### config.mk
export PLATFORM = sky130hd
export DESIGN_NAME = lifirq_top
export DESIGN_NICKNAME = d
export VERILOG_FILES = /design/src/lifirq_pkg.sv /design/src/lifirq_top.sv /design/src/lifirq_edge_qual.sv /design/src/lifirq_pend_latch.sv
export SDC_FILE = /design/constraint.sdc
export NUM_CORES = 1
export LEC_CHECK = 0
export ABC_AREA = 0
export BUFFER_PORTS_ARGS = -buffer_cell sky130_fd_sc_hd__buf_2
export CAP_MARGIN = 30
export CORE_UTILIZATION = 45
export CTS_CLUSTER_DIAMETER = 120
export DETAILED_ROUTE_END_ITERATION = 8
export PLACE_DENSITY_LB_ADDON = 0.2
export RECOVER_POWER = 50
export SYNTH_ARGS = -nofsm -noshare
export SYNTH_HDL_FRONTEND = slang
export SYNTH_SLANG_ARGS = --single-unit
### constraint.sdc
create_clock -name clk -period 9.99 [get_ports clk]
set_input_delay 1.998 -clock clk [delete_from_list [all_inputs] [get_ports clk]]
set_output_delay 1.998 -clock clk [all_outputs]
set_load 0.01 [all_outputs]
### src/lifirq_pkg.sv
// constants of the per-channel interrupt mask and edge select block
// assumes an 8-bit register port, channel n at byte base n*0x40
package lifirq_pkg;

  // ----------------------------------------------------------------
  // register map inside one channel window
  // ----------------------------------------------------------------
  localparam logic [5:0] OFF_IRQ_MASK_A   = 6'h11; // channel_irq_mask_a
  localparam logic [5:0] OFF_IRQ_MASK_B   = 6'h12; // channel_irq_mask_b
  localparam logic [5:0] OFF_EDGE_SELECT  = 6'h13; // irq_edge_select
  localparam logic [5:0] OFF_LIVE_STATUS  = 6'h14; // live_line_status_reg, read only
  localparam logic [5:0] OFF_PEND_A       = 6'h18; // pending line events, write 1 to clear
  localparam logic [5:0] OFF_PEND_B       = 6'h19; // pending counter events, write 1 to clear
  localparam int         CHAN_SHIFT       = 6;     // channel number sits in address bits 7:6

  // ----------------------------------------------------------------
  // reset values
  // ----------------------------------------------------------------
  localparam logic [7:0] MASK_RESET       = 8'hFF; // every source masked
  localparam logic [7:0] EDGE_RESET       = 8'h00; // rising edge only
  localparam logic [7:0] PEND_RESET       = 8'h00;

  // ----------------------------------------------------------------
  // bit positions, line status group (mask a, edge select, status)
  // ----------------------------------------------------------------
  localparam int EQUALIZER_RANGE_BIT   = 7;
  localparam int ACTIVATE_CODE_BIT     = 6;
  localparam int DEACTIVATE_CODE_BIT   = 5;
  localparam int PATTERN_SYNC_BIT      = 4;
  localparam int TX_CLOCK_LOSS_BIT     = 3;
  localparam int DRIVER_FAULT_BIT      = 2;
  localparam int ALARM_INDICATION_BIT  = 1;
  localparam int SIGNAL_LOSS_BIT       = 0;

  // ----------------------------------------------------------------
  // bit positions, counter and buffer event group (mask b)
  // ----------------------------------------------------------------
  localparam int SHAPER_OVERFLOW_BIT         = 7;
  localparam int JITTER_BUFFER_OVERFLOW_BIT  = 6;
  localparam int JITTER_BUFFER_UNDERFLOW_BIT = 5;
  localparam int PATTERN_ERROR_BIT           = 4;
  localparam int EXCESS_ZEROS_BIT            = 3;
  localparam int CODE_VIOLATION_BIT          = 2;
  localparam int ONE_SECOND_TICK_BIT         = 1;
  localparam int ERROR_COUNTER_OVERFLOW_BIT  = 0;

endpackage

### src/lifirq_top.sv
// per-channel interrupt mask, edge select and pending logic of a line interface
// assumes status levels and event pulses arrive on clk from the detectors,
// and a register master that never issues read and write together
`timescale 1ns/1ns
module lifirq_top #(
  parameter int NCH = 4
) (
  // clock and reset
  input  wire logic       clk,
  input  wire logic       rst,
  // register port
  input  wire logic [7:0] reg_addr,
  input  wire logic [7:0] reg_wdata,
  input  wire logic       reg_wr,
  input  wire logic       reg_rd,
  output logic      [7:0] reg_rdata,
  // live line status levels, one byte per channel
  input  wire logic [7:0] line_state [NCH],
  // counter and buffer event pulses, one byte per channel
  input  wire logic [7:0] count_event [NCH],
  // interrupt request
  output logic            irq
);

  // ----------------------------------------------------------------
  // elaboration check
  // ----------------------------------------------------------------
  // two address bits carry the channel number
  if (NCH < 1 || NCH > 4) begin : g_bad_nch
    $error("NCH must lie between 1 and 4");
  end

  // ----------------------------------------------------------------
  // declarations
  // ----------------------------------------------------------------
  logic [7:0]     mask_a_reg   [NCH];
  logic [7:0]     mask_a_next  [NCH];
  logic [7:0]     mask_b_reg   [NCH];
  logic [7:0]     mask_b_next  [NCH];
  logic [7:0]     edge_sel_reg [NCH];
  logic [7:0]     edge_sel_next[NCH];
  logic [7:0]     edge_map     [NCH];
  logic [7:0]     line_event   [NCH];
  logic [7:0]     src_en_a     [NCH];
  logic [7:0]     src_en_b     [NCH];
  logic [7:0]     set_a        [NCH];
  logic [7:0]     set_b        [NCH];
  logic [7:0]     clr_a        [NCH];
  logic [7:0]     clr_b        [NCH];
  logic [7:0]     pend_a       [NCH];
  logic [7:0]     pend_b       [NCH];
  logic [NCH-1:0] chan_active;
  logic [1:0]     rd_chan;
  logic [5:0]     rd_off;
  logic           rd_chan_ok;
  logic [7:0]     rd_word;
  logic [7:0]     reg_rdata_reg;
  logic [7:0]     reg_rdata_next;
  logic           irq_reg;
  logic           irq_next;

  // ----------------------------------------------------------------
  // address decode
  // ----------------------------------------------------------------
  // true when the address names register off of channel ch
  function automatic logic reg_hit(input logic [7:0] addr, input int ch,
                                   input logic [5:0] off);
    logic [1:0] ch_code;
    ch_code = 2'(ch);
    return (addr[7:lifirq_pkg::CHAN_SHIFT] == ch_code) && (addr[5:0] == off);
  endfunction

  // ----------------------------------------------------------------
  // per channel logic
  // ----------------------------------------------------------------
  for (genvar c = 0; c < NCH; c++) begin : g_ch

    // register writes
    assign mask_a_next[c]   = (reg_wr && reg_hit(reg_addr, c, lifirq_pkg::OFF_IRQ_MASK_A))
                              ? reg_wdata : mask_a_reg[c];
    assign mask_b_next[c]   = (reg_wr && reg_hit(reg_addr, c, lifirq_pkg::OFF_IRQ_MASK_B))
                              ? reg_wdata : mask_b_reg[c];
    assign edge_sel_next[c] = (reg_wr && reg_hit(reg_addr, c, lifirq_pkg::OFF_EDGE_SELECT))
                              ? reg_wdata : edge_sel_reg[c];

    // write one to clear pending bits
    assign clr_a[c] = (reg_wr && reg_hit(reg_addr, c, lifirq_pkg::OFF_PEND_A))
                      ? reg_wdata : 8'h00;
    assign clr_b[c] = (reg_wr && reg_hit(reg_addr, c, lifirq_pkg::OFF_PEND_B))
                      ? reg_wdata : 8'h00;

    // edge choice per status source, same bit order as the status byte
    assign edge_map[c][lifirq_pkg::EQUALIZER_RANGE_BIT]  =
      edge_sel_reg[c][lifirq_pkg::EQUALIZER_RANGE_BIT];
    assign edge_map[c][lifirq_pkg::ACTIVATE_CODE_BIT]    =
      edge_sel_reg[c][lifirq_pkg::ACTIVATE_CODE_BIT];
    assign edge_map[c][lifirq_pkg::DEACTIVATE_CODE_BIT]  =
      edge_sel_reg[c][lifirq_pkg::DEACTIVATE_CODE_BIT];
    assign edge_map[c][lifirq_pkg::PATTERN_SYNC_BIT]     =
      edge_sel_reg[c][lifirq_pkg::PATTERN_SYNC_BIT];
    assign edge_map[c][lifirq_pkg::TX_CLOCK_LOSS_BIT]    =
      edge_sel_reg[c][lifirq_pkg::TX_CLOCK_LOSS_BIT];
    assign edge_map[c][lifirq_pkg::DRIVER_FAULT_BIT]     =
      edge_sel_reg[c][lifirq_pkg::DRIVER_FAULT_BIT];
    assign edge_map[c][lifirq_pkg::ALARM_INDICATION_BIT] =
      edge_sel_reg[c][lifirq_pkg::ALARM_INDICATION_BIT];
    assign edge_map[c][lifirq_pkg::SIGNAL_LOSS_BIT]      =
      edge_sel_reg[c][lifirq_pkg::SIGNAL_LOSS_BIT];

    // status levels become events by the chosen edge
    lifirq_edge_qual #(
      .W (8)
    ) u_edge (
      .clk         (clk),
      .rst         (rst),
      .state_lvl   (line_state[c]),
      .edge_sel    (edge_map[c]),
      .event_pulse (line_event[c])
    );

    // a source is enabled while its mask bit is 0
    assign src_en_a[c][lifirq_pkg::EQUALIZER_RANGE_BIT]  =
      ~mask_a_reg[c][lifirq_pkg::EQUALIZER_RANGE_BIT];
    assign src_en_a[c][lifirq_pkg::ACTIVATE_CODE_BIT]    =
      ~mask_a_reg[c][lifirq_pkg::ACTIVATE_CODE_BIT];
    assign src_en_a[c][lifirq_pkg::DEACTIVATE_CODE_BIT]  =
      ~mask_a_reg[c][lifirq_pkg::DEACTIVATE_CODE_BIT];
    assign src_en_a[c][lifirq_pkg::PATTERN_SYNC_BIT]     =
      ~mask_a_reg[c][lifirq_pkg::PATTERN_SYNC_BIT];
    assign src_en_a[c][lifirq_pkg::TX_CLOCK_LOSS_BIT]    =
      ~mask_a_reg[c][lifirq_pkg::TX_CLOCK_LOSS_BIT];
    assign src_en_a[c][lifirq_pkg::DRIVER_FAULT_BIT]     =
      ~mask_a_reg[c][lifirq_pkg::DRIVER_FAULT_BIT];
    assign src_en_a[c][lifirq_pkg::ALARM_INDICATION_BIT] =
      ~mask_a_reg[c][lifirq_pkg::ALARM_INDICATION_BIT];
    assign src_en_a[c][lifirq_pkg::SIGNAL_LOSS_BIT]      =
      ~mask_a_reg[c][lifirq_pkg::SIGNAL_LOSS_BIT];

    assign src_en_b[c][lifirq_pkg::SHAPER_OVERFLOW_BIT]         =
      ~mask_b_reg[c][lifirq_pkg::SHAPER_OVERFLOW_BIT];
    assign src_en_b[c][lifirq_pkg::JITTER_BUFFER_OVERFLOW_BIT]  =
      ~mask_b_reg[c][lifirq_pkg::JITTER_BUFFER_OVERFLOW_BIT];
    assign src_en_b[c][lifirq_pkg::JITTER_BUFFER_UNDERFLOW_BIT] =
      ~mask_b_reg[c][lifirq_pkg::JITTER_BUFFER_UNDERFLOW_BIT];
    assign src_en_b[c][lifirq_pkg::PATTERN_ERROR_BIT]           =
      ~mask_b_reg[c][lifirq_pkg::PATTERN_ERROR_BIT];
    assign src_en_b[c][lifirq_pkg::EXCESS_ZEROS_BIT]            =
      ~mask_b_reg[c][lifirq_pkg::EXCESS_ZEROS_BIT];
    assign src_en_b[c][lifirq_pkg::CODE_VIOLATION_BIT]          =
      ~mask_b_reg[c][lifirq_pkg::CODE_VIOLATION_BIT];
    assign src_en_b[c][lifirq_pkg::ONE_SECOND_TICK_BIT]         =
      ~mask_b_reg[c][lifirq_pkg::ONE_SECOND_TICK_BIT];
    assign src_en_b[c][lifirq_pkg::ERROR_COUNTER_OVERFLOW_BIT]  =
      ~mask_b_reg[c][lifirq_pkg::ERROR_COUNTER_OVERFLOW_BIT];

    // only enabled events reach the pending latches
    assign set_a[c] = line_event[c] & src_en_a[c];
    assign set_b[c] = count_event[c] & src_en_b[c];

    lifirq_pend_latch #(
      .W (8)
    ) u_pend_a (
      .clk      (clk),
      .rst      (rst),
      .set_bits (set_a[c]),
      .clr_bits (clr_a[c]),
      .pend     (pend_a[c])
    );

    lifirq_pend_latch #(
      .W (8)
    ) u_pend_b (
      .clk      (clk),
      .rst      (rst),
      .set_bits (set_b[c]),
      .clr_bits (clr_b[c]),
      .pend     (pend_b[c])
    );

    // channel requests while any pending bit is still unmasked
    assign chan_active[c] = |(pend_a[c] & src_en_a[c]) | |(pend_b[c] & src_en_b[c]);
  end

  // ----------------------------------------------------------------
  // control registers, all channels
  // ----------------------------------------------------------------
  // masks reset to 1, edge selects to 0
  always_ff @(posedge clk or posedge rst) begin
    if (rst) begin
      for (int c = 0; c < NCH; c++) begin
        mask_a_reg[c]   <= lifirq_pkg::MASK_RESET;
        mask_b_reg[c]   <= lifirq_pkg::MASK_RESET;
        edge_sel_reg[c] <= lifirq_pkg::EDGE_RESET;
      end
    end else begin
      for (int c = 0; c < NCH; c++) begin
        mask_a_reg[c]   <= mask_a_next[c];
        mask_b_reg[c]   <= mask_b_next[c];
        edge_sel_reg[c] <= edge_sel_next[c];
      end
    end
  end

  // ----------------------------------------------------------------
  // read path
  // ----------------------------------------------------------------
  // unmapped offsets and absent channels read as zero
  assign rd_chan    = reg_addr[7:lifirq_pkg::CHAN_SHIFT];
  assign rd_off     = reg_addr[5:0];
  assign rd_chan_ok = (32'(rd_chan) < NCH);
  assign rd_word    = !rd_chan_ok                               ? 8'h00 :
                      (rd_off == lifirq_pkg::OFF_IRQ_MASK_A)  ? mask_a_reg[rd_chan]   :
                      (rd_off == lifirq_pkg::OFF_IRQ_MASK_B)  ? mask_b_reg[rd_chan]   :
                      (rd_off == lifirq_pkg::OFF_EDGE_SELECT) ? edge_sel_reg[rd_chan] :
                      (rd_off == lifirq_pkg::OFF_LIVE_STATUS) ? line_state[rd_chan]   :
                      (rd_off == lifirq_pkg::OFF_PEND_A)      ? pend_a[rd_chan]       :
                      (rd_off == lifirq_pkg::OFF_PEND_B)      ? pend_b[rd_chan]       :
                      8'h00;
  // data stand only in the cycle after the read strobe
  assign reg_rdata_next = reg_rd ? rd_word : 8'h00;

  // ----------------------------------------------------------------
  // output registers
  // ----------------------------------------------------------------
  assign irq_next = |chan_active;

  // registered read data and interrupt line
  always_ff @(posedge clk or posedge rst) begin
    if (rst) begin
      reg_rdata_reg <= 8'h00;
      irq_reg       <= 1'b0;
    end else begin
      reg_rdata_reg <= reg_rdata_next;
      irq_reg       <= irq_next;
    end
  end

  assign reg_rdata = reg_rdata_reg;
  assign irq       = irq_reg;

  wire clr_a0_bit0 = reg_wr && reg_hit(reg_addr, 0, lifirq_pkg::OFF_PEND_A) && reg_wdata[0];
endmodule

### src/lifirq_edge_qual.sv
// edge qualifier: turns live status levels into one-cycle events
// assumes status levels come from logic on the same clock
`timescale 1ns/1ns
module lifirq_edge_qual #(
  parameter int W = 8
) (
  // clock and reset
  input  wire logic         clk,
  input  wire logic         rst,
  // status levels and per-bit edge choice
  input  wire logic [W-1:0] state_lvl,
  input  wire logic [W-1:0] edge_sel,
  // qualified events
  output logic      [W-1:0] event_pulse
);

  // a zero-width qualifier has nothing to watch
  if (W < 1) begin : g_bad_w
    $error("W must be at least 1");
  end

  // ----------------------------------------------------------------
  // previous level
  // ----------------------------------------------------------------
  logic [W-1:0] prev_reg;
  logic [W-1:0] rise;
  logic [W-1:0] change;

  // keep last level; status resets low so a high level after reset is a rise
  always_ff @(posedge clk or posedge rst) begin
    if (rst) begin
      prev_reg <= '0;
    end else begin
      prev_reg <= state_lvl;
    end
  end

  // ----------------------------------------------------------------
  // event selection
  // ----------------------------------------------------------------
  // select 0 counts a rise only, select 1 counts either change
  assign rise        = state_lvl & ~prev_reg;
  assign change      = state_lvl ^ prev_reg;
  assign event_pulse = (rise & ~edge_sel) | (change & edge_sel);

endmodule

### src/lifirq_pend_latch.sv
// pending latch: sticky event bits with write-one-to-clear
// assumes set and clear are single-cycle pulses on the same clock
`timescale 1ns/1ns
module lifirq_pend_latch #(
  parameter int W = 8
) (
  // clock and reset
  input  wire logic         clk,
  input  wire logic         rst,
  // set and clear requests
  input  wire logic [W-1:0] set_bits,
  input  wire logic [W-1:0] clr_bits,
  // latched state
  output logic      [W-1:0] pend
);

  // a zero-width latch has nothing to hold
  if (W < 1) begin : g_bad_w
    $error("W must be at least 1");
  end

  // ----------------------------------------------------------------
  // sticky storage
  // ----------------------------------------------------------------
  logic [W-1:0] pend_reg;
  logic [W-1:0] pend_next;

  // a set in the clearing cycle survives the clear
  assign pend_next = (pend_reg & ~clr_bits) | set_bits;
  assign pend      = pend_reg;

  // hold pending state
  always_ff @(posedge clk or posedge rst) begin
    if (rst) begin
      pend_reg <= '0;
    end else begin
      pend_reg <= pend_next;
    end
  end

endmodule

==> results.cfg <==
[timing]
maxClockFrequency_mhz = 174
layout_setup_ws_ns = 4.25
post-route-min-period_ns = 5.74
period_share = 0.575
relSlewSlack = -2.11
final_total_negative_setup_slack_ns = 0
report.final.setup_viol = 0
hold_viol = 0
post_route_hold_slack_ns = 0.507
worstMarginPinSlew_ns = 4.64
final_worst_clock_skew_ns = 0.00918
drv_slew = 106
rsz_0062_raised_after_global_routing = false

[logic_synthesis]
netlist-cell-type-count = 45
post_synth_inst_count = 840
mapped_nets = 956
ys_ff_latch = 201
synthesis.yosys.warnings = 0
number_of_flops_mapped_to_enable_cells_by_yosys = 0
synth.cell_area_mm2 = 0.0105
synth_top_flop_cell = dfrtp_1
part_of_the_yosys_area_used_for_sequential_elements = 0.486
postSynth.asyncResetShare = 1.00
post_synth.cell_area_avg_um2 = 12.5

[clock_tree]
tritoncts_clock_tree = built
h-tree-depth = 1
postCtsResizedCells = 0
cts_root_buffer = clkbuf_16
clock_sinks = 201
clkSlewWorstSetupHoldPaths_ns = 0.06
clkLatencyLatePin_ns = 0.51
cts-root-to-sink-buffers = 3
cts.hold.buffers_added = 0
cts-buffers-inserted = 24
cts.repair_timing.setup_buffer_count = 0

[route]
final_antenna_net_count = 0
drt_iter0_markers = 594
route.detailed.vias_per_inst = 5.80
drt_pre_antenna_iters = 5
average_wire_per_cell_in_the_routed_design_um = 24.0
drcViolationCount = 0
dr_total_vias = 7277
detail_route.wirelength_um = 30100

[placement]
buffer_ports.inserted = 92
pre_cts_setup_slack_ns = 5.43
dpl.cell_count = 1210
gp_congestion = 0.886
post-dp-hpwl_um = 20500

[die]
die_h_um = 155
die_area_mm2 = 0.0240
placement_rows = 55
count_of_boundary_i_o_pins = 93
floorplan.initialDensity = 0.462
die_w_um = 155
design.core.area_mm2 = 0.0228

[setup_path]
cp.arrival_ns = 6.32
slowest_delay_ns = 2.58
critPathMostFrequentCell = buf_4
worst_path_dominant_cell_family = buffers and inverters
critPathRequiredTime_ns = 10.57
crit_type = input port to async pin
worst_path_max_delay_cell = clkinvlp_2
end_kind = async pin
critPathLaunchType = input port
crit_path_cell_trace = buf_2, clkinvlp_2, buf_4, buf_4
critical_path_buffer_and_inverter_count = 4
worst-path-max-fanout = 105

[power]
leakagePower_nw = 4.72
power-per-cell-area_mw_per_mm2 = 161
irDropWorstVdd_mv = 0.106
report.power.total_mw = 1.93

[run]
cap_viol_max_count = 1

[layout]
stdcell_count = 1254
area_growth_pct = 13.9
num-fill-cells = 2027
post_route_cells_drive_above_1_share = 0.357
finalNetCount = 1039
antenna_cells_inserted = 0

[outcome]
violations = capacitance limit, slew limit
result_of_the_run = finished with violations

[global_route]
number_of_antenna_violations_at_the_first_check_in_global_routing = 0
tot_gr_track_use = 0.261
pin_count_of_the_biggest_net_entering_global_routing = 106
grt_first_pass_wirelength_um = 46300
grt_pass1_vias = 7385
grt_remaining_overflow = 0

[worst_hold_path]
timing.hold.worst.class = register to register
## synth_stat cells, types with 2 or more instances
library cell  count  area [um^2]
inv_1            69          259
a41oi_1           6         52.6
nand3b_1          2         15.0
nand3_2           7         70.1
nand4_1           2         12.5
ha_1             32          400
and3_1            4         25.0
o2bb2ai_1        33          289
a32oi_1           7         61.3
clkbuf_1         23         86.3
nor2_1            4         15.0
nor4b_2           2         30.0
buf_1             2         7.51
buf_2             6         30.0
dfstp_2          64         1680
mux2i_1           2         20.0
a22o_1           32          280
nor2b_1          50          313
mux2_2          103         1160
buf_6             5         56.3
a2111o_1         16          180
nand2_2           2         12.5
nor4bb_1          2         20.0
nor4_1            4         25.0
nand2_1         106          398
nand3_4           2         35.0
nor3_2            3         30.0
nand3_1          14         70.1
dfrtp_1         137         3430
nor4_4            3         63.8
and2_1            2         12.5
a31oi_1           2         12.5
buf_4             4         30.0
mux4_2           48         1080
o21ai_0          30          150
## kinds of logic after synthesis
family / synth area share
buffers and inverters: 0.0469
multiplexers: 0.215
AND/OR/NAND/NOR: 0.114
adder cells (fa/ha/maj): 0.0381
flip-flops: 0.486
AO/OA/AOI/OAI: 0.100
## worst reg2reg max path, cell delays in order (launching register included)
cell,delay (ns)
dfstp_1,0.56
nor2b_1,0.08
a2111o_1,0.42
nor4_1,0.49
nand4_1,0.26
## path summary, 6_finish.rpt
check | from | to | slack (ns) | depth (start not counted)
worst max-delay path | rst | edge_map[31] | 4.25 | 4
worst min-delay path | g_ch[2].u_pend_a.pend[0] | g_ch[2].u_pend_a.pend[0] | 0.51 | 1
worst max register to register | mask_a_reg[7] | irq | 8.00 | 4
worst min register to register | g_ch[2].u_pend_a.pend[0] | g_ch[2].u_pend_a.pend[0] | 0.51 | 1
max in group clk | reg_addr[6] | g_ch[3].u_pend_a.pend[4] | 5.98 | 6
min in group asynchronous | rst | g_ch[2].u_edge.prev_reg[5] | 2.93 | 2
## layout make-up
| type | count | area, um^2 | share of cell area |
|---|---|---|---|
| Tap cell | 313 | 392 | 0.0327 |
| Timing Repair Buffer | 98 | 457 | 0.0381 |
| Clock buffer | 32 | 702 | 0.0586 |
| Multi-Input combinational cell | 528 | 4920 | 0.411 |
| Sequential cell | 201 | 5110 | 0.427 |
| Inverter | 70 | 264 | 0.0221 |
| Clock inverter | 12 | 123 | 0.0102 |
## per-layer routing
metal	vias to the layer above	routed length (um)	track usage
met1	3754	13500	0.369
met3	50	1590	0.0403
li1	3236	-	-
met4	0	965	0.0910
met5	-	0	0
met2	237	14100	0.411
## metrics by stage
| step | area (um^2) | util |
|---|---|---|
| finish | 12000 | 0.526 |
| detailed placement | 11200 | 0.492 |
| floorplan | 10500 | - |
| global route | 12000 | 0.526 |
| global placement | 11200 | 0.492 |
| CTS | 12000 | 0.528 |
## power by group
group	switching [mW]	internal [mW]	total (mW)
Combinational	0.0963	0.0635	0.160
Clock	0.351	0.547	0.898
Sequential	0.0216	0.851	0.873
## cells in the final DEF, fill, tap and decap left out, types with 4 or more instances in the layout
| master | instances |
|---|---|
| nor2b_1 | 50 |
| mux2_2 | 103 |
| nor2_1 | 4 |
| a2111o_1 | 16 |
| dfrtp_1 | 137 |
| o2bb2ai_1 | 33 |
| nand2_1 | 106 |
| clkbuf_1 | 43 |
| a41oi_1 | 6 |
| inv_1 | 68 |
| clkbuf_8 | 5 |
| dfstp_2 | 63 |
| buf_2 | 50 |
| clkbuf_16 | 25 |
| clkinv_2 | 7 |
| and3_1 | 4 |
| nand3_1 | 14 |
| a32oi_1 | 7 |
| nor4_1 | 4 |
| nand3_2 | 7 |
| buf_4 | 7 |
| ha_1 | 32 |
| mux4_2 | 48 |
| a22o_1 | 32 |
| o21ai_0 | 30 |
(Power assumes the default switching activity.)
